==> src/eol_defines.vh <==
// eol_defines.vh: constants of the event output block
// assumes inclusion by bare name from the eol_top module only
`ifndef EOL_DEFINES_VH
`define EOL_DEFINES_VH
// ********************
// register offsets
// ********************
`define EOL_OFS_CFG0  8'h00
`define EOL_OFS_DLY0  8'h04
`define EOL_OFS_TC0   8'h30
`define EOL_OFS_TC1   8'h34
`define EOL_OFS_HTR   8'h38
`define EOL_OFS_STAT  8'h3C
// ********************
// channel fields
// ********************
`define EOL_F_MODE    4:0
`define EOL_F_NC      5
`define EOL_F_INH     7:6
`define EOL_F_LFN     9:8
`define EOL_F_SRCA    14:10
`define EOL_F_SRCB    19:15
`define EOL_F_GATA    21:20
`define EOL_F_GATB    23:22
`define EOL_F_DLY     13:0
// ********************
// timer/counter fields
// ********************
`define EOL_F_PRE     12:0
`define EOL_F_CNTM    13
`define EOL_F_TSRC    18:14
`define EOL_F_TNC     19
// ********************
// heater fields
// ********************
`define EOL_F_HBSP    8:0
`define EOL_F_HLSP    17:9
`define EOL_F_HLAT    18
// ********************
// reset values
// ********************
`define EOL_RST_CFG   32'h0000_0001
`define EOL_RST_ZERO  32'h0000_0000
// ********************
// encodings
// ********************
`define EOL_MD_ALO    5'h02
`define EOL_MD_AHI    5'h07
`define EOL_MD_LOGIC  5'h0C
`define EOL_MD_HBA    5'h1A
`define EOL_MD_HLA    5'h1B
`define EOL_LF_AND    2'h0
`define EOL_LF_OR     2'h1
`define EOL_LF_XOR    2'h2
`define EOL_G_INV     2'h1
`define EOL_G_TOG     2'h2
`define EOL_G_PASS    2'h0
`define EOL_IH_ONE    2'h1
`define EOL_IH_TWO    2'h2
`define EOL_IH_SOOFF  2'h3
`define EOL_SRC_NONE  5'h00
`define EOL_SRC_TSHI  5'h08
`define EOL_SRC_LAST  5'h12
// ********************
// timing and current
// ********************
`define EOL_CLK_NS    4
`define EOL_SEC_NS    1000000000
`define EOL_SEC_CYC   (`EOL_SEC_NS / `EOL_CLK_NS)
`define EOL_HYST      10'h002
`define EOL_OVR       10'h226
`endif

==> src/eol_top.v <==
// eol_top.v: event and digital output conditioning with a
// classic wishbone register slave
// assumes same-clock alarm, run, set value and heater inputs;
// contact inputs arrive from pins
`timescale 1ns/1ns
`default_nettype none
`include "eol_defines.vh"
module eol_top #(
  parameter NCH     = 6,
  parameter SEC_CYC = `EOL_SEC_CYC
) (
  // clock and reset
  input  wire        clk,
  input  wire        rst,
  // wishbone slave
  input  wire        wb_cyc_i,
  input  wire        wb_stb_i,
  input  wire        wb_we_i,
  input  wire [7:0]  wb_adr_i,
  input  wire [31:0] wb_dat_i,
  input  wire [3:0]  wb_sel_i,
  output reg  [31:0] wb_dat_o,
  output reg         wb_ack_o,
  // process side
  input  wire [5:0]  alarm_source,
  input  wire        scale_over,
  input  wire        run_state,
  input  wire        set_value_change,
  input  wire [7:0]  program_time_signal,
  input  wire [9:0]  external_contact_input,
  input  wire [9:0]  heater_current,
  // outputs
  output wire [2:0]  event_out,
  output wire [4:0]  digital_out,
  output reg         current_over_range
);
  // ********************
  // helpers
  // ********************
  function pick;
    input [18:0] v;
    input [4:0]  s;
    begin
      pick = (s <= `EOL_SRC_LAST) ? v[s] : 1'b0;
    end
  endfunction

  function [31:0] merge;
    input [31:0] old;
    input [31:0] d;
    input [3:0]  sel;
    reg   [31:0] m;
    begin
      m = {{8{sel[3]}}, {8{sel[2]}}, {8{sel[1]}}, {8{sel[0]}}};
      merge = (old & ~m) | (d & m);
    end
  endfunction

  function [31:0] fixcfg;
    input [31:0] w;
    reg   [31:0] r;
    begin
      r = w;
      if (w[`EOL_F_GATA] == `EOL_G_TOG &&
          w[`EOL_F_SRCA] != `EOL_SRC_NONE &&
          w[`EOL_F_SRCA] <= `EOL_SRC_TSHI)
        r[`EOL_F_GATA] = `EOL_G_PASS;
      if (w[`EOL_F_GATB] == `EOL_G_TOG &&
          w[`EOL_F_SRCB] != `EOL_SRC_NONE &&
          w[`EOL_F_SRCB] <= `EOL_SRC_TSHI)
        r[`EOL_F_GATB] = `EOL_G_PASS;
      fixcfg = r;
    end
  endfunction

  function gate;
    input [1:0] g;
    input       x;
    input       t;
    begin
      case (g)
        `EOL_G_INV: gate = ~x;
        `EOL_G_TOG: gate = t;
        default:    gate = x;
      endcase
    end
  endfunction

  // ********************
  // second tick
  // ********************
  wire tick;
  eol_tick #(
    .SEC_CYC (SEC_CYC)
  ) u_tick (
    .clk  (clk),
    .rst  (rst),
    .tick (tick)
  );
  localparam integer PLS_LAST_I = SEC_CYC - 1;
  localparam [27:0]  PLS_LAST   = PLS_LAST_I[27:0];

  // ********************
  // contact synchroniser
  // ********************
  reg  [9:0]  di_meta_reg;
  reg  [9:0]  di_sync_reg;
  reg         run_last_reg;
  always @(posedge clk or posedge rst) begin
    if (rst) begin
      di_meta_reg  <= 10'h000;
      di_sync_reg  <= 10'h000;
      run_last_reg <= 1'b0;
    end else begin
      di_meta_reg  <= external_contact_input;
      di_sync_reg  <= di_meta_reg;
      run_last_reg <= run_state;
    end
  end
  wire        run_rise = run_state & ~run_last_reg;
  wire [18:0] srcvec   = {di_sync_reg, program_time_signal, 1'b0};

  // ********************
  // register file
  // ********************
  reg  [31:0] cfg_reg [0:NCH-1];
  reg  [31:0] dly_reg [0:NCH-1];
  reg  [31:0] tc_reg  [0:1];
  reg  [31:0] htr_reg;
  wire        wb_req  = wb_cyc_i & wb_stb_i & ~wb_ack_o;
  wire        wr_go   = wb_req & wb_we_i;
  wire        hit     = (wb_adr_i[7:6] == 2'h0);
  wire [3:0]  idx     = wb_adr_i[5:2];
  wire [2:0]  chi     = idx[3:1];
  integer     i;
  always @(posedge clk or posedge rst) begin
    if (rst) begin
      for (i = 0; i < NCH; i = i + 1) begin
        cfg_reg[i] <= `EOL_RST_CFG;
        dly_reg[i] <= `EOL_RST_ZERO;
      end
      tc_reg[0] <= `EOL_RST_ZERO;
      tc_reg[1] <= `EOL_RST_ZERO;
      htr_reg   <= `EOL_RST_ZERO;
    end else if (wr_go && hit) begin
      if (idx < 4'hC && chi < NCH) begin
        if (idx[0])
          dly_reg[chi] <= merge(dly_reg[chi], wb_dat_i, wb_sel_i);
        else
          cfg_reg[chi] <= fixcfg(merge(cfg_reg[chi], wb_dat_i,
                                       wb_sel_i));
      end else if ({wb_adr_i[7:2], 2'h0} == `EOL_OFS_TC0) begin
        tc_reg[0] <= merge(tc_reg[0], wb_dat_i, wb_sel_i);
      end else if ({wb_adr_i[7:2], 2'h0} == `EOL_OFS_TC1) begin
        tc_reg[1] <= merge(tc_reg[1], wb_dat_i, wb_sel_i);
      end else if ({wb_adr_i[7:2], 2'h0} == `EOL_OFS_HTR) begin
        htr_reg <= merge(htr_reg, wb_dat_i, wb_sel_i);
      end
    end
  end

  // ********************
  // heater alarms
  // ********************
  reg         hb_reg;
  reg         hl_reg;
  wire [9:0]  hb_sp = {1'b0, htr_reg[`EOL_F_HBSP]};
  wire [9:0]  hl_sp = {1'b0, htr_reg[`EOL_F_HLSP]};
  wire        latch = htr_reg[`EOL_F_HLAT];
  always @(posedge clk or posedge rst) begin
    if (rst) begin
      hb_reg             <= 1'b0;
      hl_reg             <= 1'b0;
      current_over_range <= 1'b0;
    end else begin
      current_over_range <= (heater_current > `EOL_OVR);
      if (hb_sp == 10'h000)
        hb_reg <= 1'b0;
      else if (heater_current < hb_sp)
        hb_reg <= 1'b1;
      else if (!latch && heater_current >= hb_sp + `EOL_HYST)
        hb_reg <= 1'b0;
      if (hl_sp == 10'h000)
        hl_reg <= 1'b0;
      else if (heater_current > hl_sp)
        hl_reg <= 1'b1;
      else if (!latch && {1'b0, heater_current} + {1'b0, `EOL_HYST} <=
               {1'b0, hl_sp})
        hl_reg <= 1'b0;
    end
  end

  // ********************
  // conditioned channels
  // ********************
  wire [NCH-1:0] act_w;
  wire [NCH-1:0] nc_w;
  genvar g;
  generate
    for (g = 0; g < NCH; g = g + 1) begin : ch
      wire [31:0] c    = cfg_reg[g];
      wire [4:0]  md   = c[`EOL_F_MODE];
      wire [1:0]  ih   = c[`EOL_F_INH];
      wire        ina  = pick(srcvec, c[`EOL_F_SRCA]);
      wire        inb  = pick(srcvec, c[`EOL_F_SRCB]);
      wire        cond = alarm_source[g];
      wire        ih12 = (ih == `EOL_IH_ONE) || (ih == `EOL_IH_TWO);
      reg         inh_reg;
      reg  [13:0] dcnt_reg;
      reg         ina_last_reg;
      reg         inb_last_reg;
      reg         tga_reg;
      reg         tgb_reg;
      wire        qual;
      wire        dly_ok;
      wire        ga;
      wire        gb;
      reg         lg;
      reg         act;
      // inhibit holds until leave and re-entry
      assign qual = cond & ~(inh_reg & ih12);
      assign dly_ok = (dcnt_reg >= dly_reg[g][`EOL_F_DLY]);
      assign ga = gate(c[`EOL_F_GATA], ina, tga_reg);
      assign gb = gate(c[`EOL_F_GATB], inb, tgb_reg);
      always @(posedge clk or posedge rst) begin
        if (rst) begin
          inh_reg      <= 1'b1;
          dcnt_reg     <= 14'h0000;
          ina_last_reg <= 1'b0;
          inb_last_reg <= 1'b0;
          tga_reg      <= 1'b0;
          tgb_reg      <= 1'b0;
        end else begin
          // arm on run start, and on set value change for EOL_IH_TWO only
          if ((ih12 && run_rise) ||
              (ih == `EOL_IH_TWO && set_value_change))
            inh_reg <= 1'b1;
          else if (!cond)
            inh_reg <= 1'b0;
          if (!qual)
            dcnt_reg <= 14'h0000;
          else if (tick && dcnt_reg != 14'h3FFF)
            dcnt_reg <= dcnt_reg + 14'h0001;
          ina_last_reg <= ina;
          inb_last_reg <= inb;
          if (ina && !ina_last_reg)
            tga_reg <= ~tga_reg;
          if (inb && !inb_last_reg)
            tgb_reg <= ~tgb_reg;
        end
      end
      always @* begin
        case (c[`EOL_F_LFN])
          `EOL_LF_OR:  lg = ga | gb;
          `EOL_LF_XOR: lg = ga ^ gb;
          default:     lg = ga & gb;
        endcase
        if (c[`EOL_F_SRCA] == `EOL_SRC_NONE ||
            c[`EOL_F_SRCB] == `EOL_SRC_NONE)
          lg = 1'b0;
        act = 1'b0;
        // delay and inhibit only for alarm modes
        if (md >= `EOL_MD_ALO && md <= `EOL_MD_AHI) begin
          if (scale_over)
            act = (ih != `EOL_IH_SOOFF);
          else
            act = qual & dly_ok;
        // logic on the six conditioned outputs
        end else if (md == `EOL_MD_LOGIC) begin
          act = lg;
        end else if (md == `EOL_MD_HBA) begin
          act = hb_reg;
        end else if (md == `EOL_MD_HLA) begin
          act = hl_reg;
        end
      end
      assign act_w[g] = act;
      assign nc_w[g]  = c[`EOL_F_NC];
    end
  endgenerate

  // ********************
  // timers and counters
  // ********************
  wire [1:0] pls_w;
  wire [1:0] tnc_w;
  generate
    for (g = 0; g < 2; g = g + 1) begin : tc
      wire [31:0] t    = tc_reg[g];
      wire [12:0] pre  = t[`EOL_F_PRE];
      wire        tin  = pick(srcvec, t[`EOL_F_TSRC]);
      reg         tin_last_reg;
      reg         run_reg;
      reg  [12:0] cnt_reg;
      reg  [27:0] pls_reg;
      wire        rise = tin & ~tin_last_reg;
      wire        fire_t;
      wire        fire_c;
      assign fire_t = ~t[`EOL_F_CNTM] & run_reg & tick &
                      (cnt_reg + 13'h0001 == pre);
      // relies on 100 ms contact pulses
      assign fire_c = t[`EOL_F_CNTM] & rise &
                      (cnt_reg + 13'h0001 == pre);
      always @(posedge clk or posedge rst) begin
        if (rst) begin
          tin_last_reg <= 1'b0;
          run_reg      <= 1'b0;
          cnt_reg      <= 13'h0000;
          pls_reg      <= 28'h0000000;
        end else begin
          tin_last_reg <= tin;
          if (pre == 13'h0000) begin
            run_reg <= 1'b0;
            cnt_reg <= 13'h0000;
          end else if (t[`EOL_F_CNTM]) begin
            run_reg <= 1'b0;
            if (fire_c)
              cnt_reg <= 13'h0000;
            else if (rise)
              cnt_reg <= cnt_reg + 13'h0001;
          end else if (rise) begin
            run_reg <= 1'b1;
            cnt_reg <= 13'h0000;
          end else if (fire_t) begin
            run_reg <= 1'b0;
          end else if (run_reg && tick) begin
            cnt_reg <= cnt_reg + 13'h0001;
          end
          if (fire_t || fire_c)
            pls_reg <= PLS_LAST;
          else if (pls_reg != 28'h0000000)
            pls_reg <= pls_reg - 28'h0000001;
        end
      end
      assign pls_w[g] = fire_t | fire_c | (pls_reg != 28'h0000000);
      assign tnc_w[g] = t[`EOL_F_TNC];
    end
  endgenerate

  // ********************
  // output drive
  // ********************
  reg [7:0] out_reg;
  always @(posedge clk or posedge rst) begin
    if (rst) begin
      out_reg <= 8'h00;
    end else begin
      out_reg <= {pls_w ^ tnc_w, act_w ^ nc_w};
    end
  end
  assign event_out   = out_reg[2:0];
  assign digital_out = out_reg[7:3];

  // ********************
  // bus answer
  // ********************
  reg [31:0] rd_w;
  always @* begin
    rd_w = 32'h0000_0000;
    if (hit) begin
      if (idx < 4'hC && chi < NCH)
        rd_w = idx[0] ? dly_reg[chi] : cfg_reg[chi];
      else if ({wb_adr_i[7:2], 2'h0} == `EOL_OFS_TC0)
        rd_w = tc_reg[0];
      else if ({wb_adr_i[7:2], 2'h0} == `EOL_OFS_TC1)
        rd_w = tc_reg[1];
      else if ({wb_adr_i[7:2], 2'h0} == `EOL_OFS_HTR)
        rd_w = htr_reg;
      else if ({wb_adr_i[7:2], 2'h0} == `EOL_OFS_STAT)
        rd_w = {21'h000000, current_over_range, hl_reg, hb_reg,
                out_reg};
    end
  end
  always @(posedge clk or posedge rst) begin
    if (rst) begin
      wb_ack_o <= 1'b0;
      wb_dat_o <= 32'h0000_0000;
    end else begin
      wb_ack_o <= wb_req;
      wb_dat_o <= wb_req ? rd_w : 32'h0000_0000;
    end
  end
endmodule
`default_nettype wire

==> src/eol_tick.v <==
// eol_tick.v: one-second tick from the system clock
// assumes clk and async active-high rst
`timescale 1ns/1ns
`default_nettype none
module eol_tick #(
  parameter SEC_CYC = 250000000
) (
  // clock and reset
  input  wire clk,
  input  wire rst,
  // one-cycle pulse each second
  output reg  tick
);
  localparam integer LAST_I = SEC_CYC - 1;
  localparam [27:0]  LAST   = LAST_I[27:0];
  reg [27:0] cnt_reg;
  always @(posedge clk or posedge rst) begin
    if (rst) begin
      cnt_reg <= 28'h0000000;
      tick    <= 1'b0;
    end else if (cnt_reg == LAST) begin
      cnt_reg <= 28'h0000000;
      tick    <= 1'b1;
    end else begin
      cnt_reg <= cnt_reg + 28'h0000001;
      tick    <= 1'b0;
    end
  end
endmodule
`default_nettype wire

==> config.mk <==
export PLATFORM = sky130hd
export DESIGN_NAME = eol_top
export DESIGN_NICKNAME = d
export VERILOG_FILES = /design/src/eol_top.v /design/src/eol_tick.v
export VERILOG_INCLUDE_DIRS = /design/src
export SDC_FILE = /design/constraint.sdc
export NUM_CORES = 2
export LEC_CHECK = 0
export BUFFER_PORTS_ARGS = -buffer_cell sky130_fd_sc_hd__buf_2
export CORE_UTILIZATION = 50
export CTS_CLUSTER_DIAMETER = 150
export CTS_CLUSTER_SIZE = 16
export DETAILED_ROUTE_END_ITERATION = 10
export GPL_ROUTABILITY_DRIVEN = 0
export MAX_ROUTING_LAYER = met4
export PLACE_DENSITY = 0.71
export SLEW_MARGIN = 20
export SYNTH_ARGS = -nofsm -noshare
export SYNTH_HDL_FRONTEND = slang
export SYNTH_SLANG_ARGS = --single-unit
==> constraint.sdc <==
create_clock -name clk -period 35 [get_ports clk]
set_input_delay 3.5 -clock clk [delete_from_list [all_inputs] [get_ports clk]]
set_output_delay 3.5 -clock clk [all_outputs]
set_load 0.1 [all_outputs]
# == After elaboration in Yosys (flattened, before gate mapping) ==
# Index checks and enable logic that the tools add are counted.
# word_totals
out_inout_bits,42
in_bits,86
mem_bits_rw,0
mem_bits_ro,0
latchBits,0
wordCells,650
mem_count,0
regBits,774
# op_classes
div,0
eq_ne,103
addsub,13
n_mux,180
n_mul,0
bitwise_logic,111
order_cmp,57
shift,0
n_reduce_logical,116
# op_table
op,n
$bwmux 192,2
$mux 32,12
$and 32x32->32,6
$bmux 32 s3,2
$mux 13,14
$mux 14,12
$or 32x32->32,5
$mux 28,5
$demux 32 s3,1
$mux 1,91
$add 14x1->14 const B,6
$ge 14x14->1,6
$lt 5x6->1 const B,14
$ne 14x14->1 const B,6
$bmux 1 s5,14
$le 5x5->1 const B,14
$eq 5x5->1 const B,12
$logic_not 5->1,12
$reduce_bool 28->1,2
$sub 28x1->28 const B,2
$eq 2x2->1 const B,26
$eq 2x1->1 const B,24
$logic_and 1x1->1,47
$and 1x1->1,40
other kinds (46),205

# == Logic depth before layout (Yosys ltp) ==
# logic_depth
word_depth,14
mapped_depth,17
depth_no_buf,16

# == Modules after synthesis ==
# From an unflattened synthesis, not the netlist that was laid out.
# unflattened
cells_unflattened,4407
area_unflattened_um2,42449.5
# modules_own_cells
mod,seq_area_each_um2,instances,cells_per_inst,area_per_inst_um2
eol_top,18657.9,1,4259,40973.0
eol_tick,725.7,1,148,1476.4

# == Least setup slack after synthesis ==
# No wires, ideal clock.
# synth_timing
path_kind,input -> register
start,in program_time_signal[6]
end,reg out_reg[3]
arrival_time_ns,6.099
required_ns,34.920
setup_slack_ns,28.821
n_path_buf,1
path_stages,13
setup_time_ns,0.080
cell_sequence,clkbuf_1 > mux4_2 > mux4_2 > nor2_1 > nor2_1 > o21ai_0 > mux2_2 > ha_1 > a221oi_1 > a21oi_1 > a221o_1 > o21ai_0 > xnor2_1
# synth_via
elab_chain_len,11
elab_cells_between_ends,18
cone_classes,12 x mux; 6 x bitwise
# synth_rtl
element,line_no,rtl
start: declaration,eol_top.v:29,"input wire [7:0] program_time_signal,"
$bmux 1 s5 (*),eol_top.v:44,pick = (s <= `EOL_SRC_LAST) ? v[s] : 1'b0;
$mux 1 (implied by the code) (*),eol_top.v:44,
$mux 1 (*),eol_top.v:44,
named net ch[3].ina,eol_top.v:204,"wire ina = pick(srcvec, c[`EOL_F_SRCA]);"
$not 1->1,eol_top.v:82,`EOL_G_INV: gate = ~x;
$pmux 1 s2 (*),eol_top.v:81,case (g)
"$and 1x1->1, or another cell as far along",eol_top.v:256,default: lg = ga & gb;
$pmux 1 s2 (*),eol_top.v:253,case (c[`EOL_F_LFN])
$mux 1 (*),eol_top.v:258,if (c[`EOL_F_SRCA] == `EOL_SRC_NONE ||
$mux 1 (*),eol_top.v:269,end else if (md == `EOL_MD_LOGIC) begin
$mux 1 (*),eol_top.v:263,if (md >= `EOL_MD_ALO && md <= `EOL_MD_AHI) begin
$xor 6x6->6 (*),eol_top.v:348,"out_reg <= {pls_w ^ tnc_w, act_w ^ nc_w};"
end signal: assignment,eol_top.v:348,
end: declaration,eol_top.v:343,reg [7:0] out_reg;
# Mark *: on every way through the listed nets, which the timed path passes. The rest lies on a longest branch. The select of a mux whose other input is x is not followed.
# A chain may end at the register's enable or synchronous reset.

# == Final worst setup path ==
# layout_timing
start,in program_time_signal[7]
end,reg out_reg[5]
# layout_via
elab_chain_len,11
elab_cells_between_ends,18
cone_classes,12 x mux; 6 x bitwise
# layout_rtl
element,line_no
$bmux 1 s5,eol_top.v:44
$mux 1 (implied by the code),eol_top.v:44
$mux 1,eol_top.v:44
$not 1->1,eol_top.v:82
$pmux 1 s2,eol_top.v:81
"$and 1x1->1, or another cell as far along",eol_top.v:256
$pmux 1 s2 (*),eol_top.v:253
$mux 1 (*),eol_top.v:258
$mux 1 (*),eol_top.v:269
$mux 1 (*),eol_top.v:263
$xor 6x6->6 (*),eol_top.v:348
# Mark *: on every way between the ends. The rest lies on a longest branch, timed or not. The select of a mux whose other input is x is not followed.

==> parameters.txt <==
Parameter                              Value

Outcome
  Outcome ... finished, final reports clean

Synthesis
  Synthesized cell area ... 41,800 sq um
  Post-synthesis xor/xnor area fraction ... 4.21%
  Cells after synthesis ... 4,212
  Post-synth top cells ... sky130_fd_sc_hd__dfrtp_1, sky130_fd_sc_hd__nand2_1, sky130_fd_sc_hd__o21ai_0
  Fraction of the yosys area taken by sequential cells ... 46.3%
  Area fraction of the dominant cell type after synthesis ... 45.6%
  Top FF cell, synth ... sky130_fd_sc_hd__dfrtp_1
  Main combinational cell family by area after synthesis ... simple AND/OR/NAND/NOR gates
  Multiplexer area fraction after synthesis ... 10.7%
  Simple-gate share of the synthesized area ... 14.8%
  Share of the synthesized area in compound gates (AO/OA/AOI/OAI) ... 14.3%
  Share of synthesized flip-flops with an asynchronous set or reset ... 100%
  Top post-synthesis cells by area ... sky130_fd_sc_hd__dfrtp_1, sky130_fd_sc_hd__ha_1, sky130_fd_sc_hd__o21ai_0, sky130_fd_sc_hd__mux2_2, sky130_fd_sc_hd__nand2_1
  Warnings from Yosys ... 0
  Area leader, netlist ... sky130_fd_sc_hd__dfrtp_1
  Number of flops mapped to enable cells by yosys ... 0
  Most numerous cell in the Yosys netlist ... sky130_fd_sc_hd__dfrtp_1
  Post-synthesis adder-cell area fraction ... 5.74%
  Number of different library cells in the post-synthesis netlist ... 88
  Post-synthesis sequential element count ... 774
  Average size of a mapped cell ... 9.93 sq um
  Net count after synthesis ... 4,490

Pwr
  Cell leakage power ... 19.5 nW
  Power per unit of standard cell area ... 37.9 nW/um^2
  Worst IR drop on VDD ... 0.0361 mV
  Final Power ... 0.00170 W

Timing
  Highest Clock Rate ... 131 MHz
  Slew headroom ... 22.5%
  RSZ-0062 raised after global routing ... false
  Final Skew ... roughly 0.04 ns
  Number of max-slew violations in the final report ... 0
  Slew at the pin with the worst max-slew slack ... roughly 1.2 ns
  Period minus WS final ... 7.66 ns
  Number of endpoints with negative hold slack in the final report ... 0
  Total negative slack for setup checks ... 0 ns
  Final critical-path share of the clock period ... 21.9%
  Total of endpoints with negative setup slack in the final report ... 0

Setup path
  RR Startpoint ... di_sync_reg[1]
  Delay of the slowest cell on the worst path ... between 0.7 and 0.8 ns
  Highest fanout seen on the critical path ... 14
  Critical path, cell by cell ... buf_2 > mux4_2 > mux2i_1 > nor2_1 > mux2i_1 > a221oi_1 > a21oi_1 > ha_1 > nor2b_1 > nor3_1 > o21ai_0 > a211oi_1 > nor3_1 > a31oi_1 > xor2_1
  Library cell contributing the largest single delay on the critical path ... sky130_fd_sc_hd__a211oi_1
  Worst reg2reg path depth ... 14
  Destination of the worst register-to-register timing path ... out_reg[5]
  Cell family contributing the most delay on the critical path ... compound AO/OA/AOI/OAI gates
  Worst Setup Start Kind ... primary input
  Worst Path Required ... 35.51 ns
  Register-to-register path setup slack ... 29.70 ns
  Crit Path Category ... in -> reg
  Number of buffer and inverter stages on the critical path ... 1
  CP arrival ... about 8 ns
  Sort of element at the end of the critical path ... flip-flop

Drt
  Avg WL per Cell ... between 20 and 25 um
  Detailed Routing Iterations Pass 1 ... 8
  Number of vias per cell after detailed routing ... 6.17
  Initial detailed-routing violation count ... 3,498
  DRC violations left ... 0
  Final antenna-violating net count ... 0
  DR vias ... 32,800
  Total wire length after detailed routing ... 122,000 um

Layout
  Multi-input gate area ... 20,900 sq um
  Share of cells above drive strength 1 ... between 10% and 20%
  Area delta synth->final ... 7.39%
  Number of nets in the layout ... roughly 4,500
  Non-filler cells in the finished layout ... 5,317
  Fillers ... 7,206
  Final core utilization ... 54.5%
  Area used by sequential logic in the layout ... a little under 20,000 sq um

Clock tree
  Clock buffers created by TritonCTS ... 54
  Later-pin clock latency in the skew report ... 0.66 ns
  Post_cts resized ... 0
  Clock transition time at the flip-flop clock pins of the worst setup and hold paths ... 0.07 ns
  CTS Hold Buffers Added ... 0
  CTS Sinks ... 774
  Htree depth ... 2
  Max Buffers Root-to-Sink ... 3
  Post CTS Setup Buffer Count ... 0
  Master cell of the clock root buffer ... sky130_fd_sc_hd__clkbuf_16
  TritonCTS clock tree ... yes

Floorplan
  Area of the core region ... about 83,000 sq um
  Count of pins on the block boundary ... 128
  Floorplan die area ... 84,800 sq um
  Row Count ... 105
  Die H ... 291 um
  Initial core utilization ... a little over 50%
  Die Span X ... approximately 290 um

Placement
  Port buffer count ... 125
  Cell count after placement ... around 5,200
  HPWL Detailed ... 84,700 um

Global routing
  Number of antenna violations at the first check in global routing ... 1
  Tot GR Track Use ... 29.5%
  Maximum number of pins on one net before global-route repair ... 185
  Congestion Overflow GR ... 0
  Via count of the first global-routing pass ... 31,400
  Wire length of the first global-routing pass ... 189,000 um

Hold path
  Sink of the worst hold path ... di_sync_reg[9]
  Tightest Hold Check Type ... reg -> reg
  Cell depth of the worst hold path ... 0
  Launch point of the worst hold path ... di_meta_reg[9]

Run
  Number of maximum-capacitance constraint violations ... 0
[stage by stage]
| stage | hold WS (ns) | cell area (sq um) | worst slack (ns) |
|---|---|---|---|
| after CTS | 0.353 | 44900 | 27.69 |
| after detailed placement | 0.338 | 43400 | 27.05 |
| after floorplan | 0.331 | 41800 | 9.79 |
| after global routing | 0.360 | 44900 | 27.44 |
| after global placement | 0.334 | 43400 | 27.13 |
| final | 0.352 | 44900 | 27.34 |
[power breakdown]
group	leakage, nW	internal [W]	switching [W]
sequential	10.4	0.000917	0.0000228
combinational	8.39	0.0000503	0.000109
clock	0.714	0.000287	0.000315
[cells in the final DEF (no fill, tap or decap), drive strengths merged, types with 8 or more instances in the layout]
| cell | n |
|---|---|
| dfrtp | 762 |
| nand2 | 579 |
| o21ai | 492 |
| nor2 | 237 |
| inv | 204 |
| mux2 | 204 |
| ha | 192 |
| buf | 174 |
| nand3 | 108 |
| xor2 | 104 |
| a22oi | 103 |
| xnor2 | 97 |
| a21oi | 90 |
| nor3 | 83 |
| mux2i | 81 |
| clkbuf | 77 |
| mux4 | 60 |
| nand2b | 59 |
| nand4 | 53 |
| or3 | 38 |
| a21o | 37 |
| nor4 | 35 |
| a221o | 34 |
| o22ai | 32 |
| a221oi | 28 |
| o221ai | 27 |
| nor2b | 23 |
| and3 | 19 |
| nand3b | 18 |
| or4 | 18 |
| o21a | 16 |
| a211oi | 15 |
| dfstp | 12 |
| o211ai | 11 |
| a31oi | 11 |
| nor3b | 9 |
| and4 | 9 |
| or2 | 9 |
| a22o | 8 |
[worst reg2reg max path, stage by stage (launching register included)]
cell                       delay [ns]
sky130_fd_sc_hd__dfrtp_1         0.65
sky130_fd_sc_hd__mux4_2          0.58
sky130_fd_sc_hd__mux2i_1         0.15
sky130_fd_sc_hd__nor2_1          0.06
sky130_fd_sc_hd__mux2i_1         0.50
sky130_fd_sc_hd__a221oi_1        0.22
sky130_fd_sc_hd__a21oi_1         0.23
sky130_fd_sc_hd__ha_1            0.19
sky130_fd_sc_hd__nor2b_1         0.08
sky130_fd_sc_hd__nor3_1          0.69
sky130_fd_sc_hd__o21ai_0         0.34
sky130_fd_sc_hd__a211oi_1        0.79
sky130_fd_sc_hd__nor3_1          0.17
sky130_fd_sc_hd__a31oi_1         0.22
sky130_fd_sc_hd__xor2_1          0.30
[per-layer routing]
layer	global-route usage, %	share of wire (%)	vias to the layer above
met5	-	0	-
met4	13.0	5.1	0
met3	5.57	8.8	330
met2	44.8	45	1381
met1	38.4	41	16100
li1	-	-	15000
[logic make-up after synthesis]
family          count (synthesis)
flops                         774
compound gates                960
mux                           345
xor+xnor                      201
buf+inv                       422
fa+ha+maj                     192
simple gates                 1318
[final cells by class]
type | instances | area share [%]
antenna | 2 | 0.0111
clock buffer | 77 | 3.25
clock inverter | 2 | 0.0445
inverter | 202 | 1.70
multi-input combinational | 3016 | 46.5
sequential | 774 | 43.1
tap | 1070 | 2.98
timing repair buffer | 174 | 2.34
[worst max-delay path by stage]
stage / from / endpoint / slack (ns) / cells past startpoint
2_1_floorplan: rst / async pin / 9.79 / 1
3_3_place_gp: program_time_signal[7] / out_reg[5] / 27.13 / 15
3_5_place_dp: program_time_signal[7] / out_reg[5] / 27.05 / 15
4_1_cts: program_time_signal[7] / out_reg[5] / 27.69 / 15
5_1_grt: program_time_signal[0] / out_reg[5] / 27.44 / 17
6_report: program_time_signal[7] / out_reg[5] / 27.34 / 15
Power figures use the tool's default switching activity.
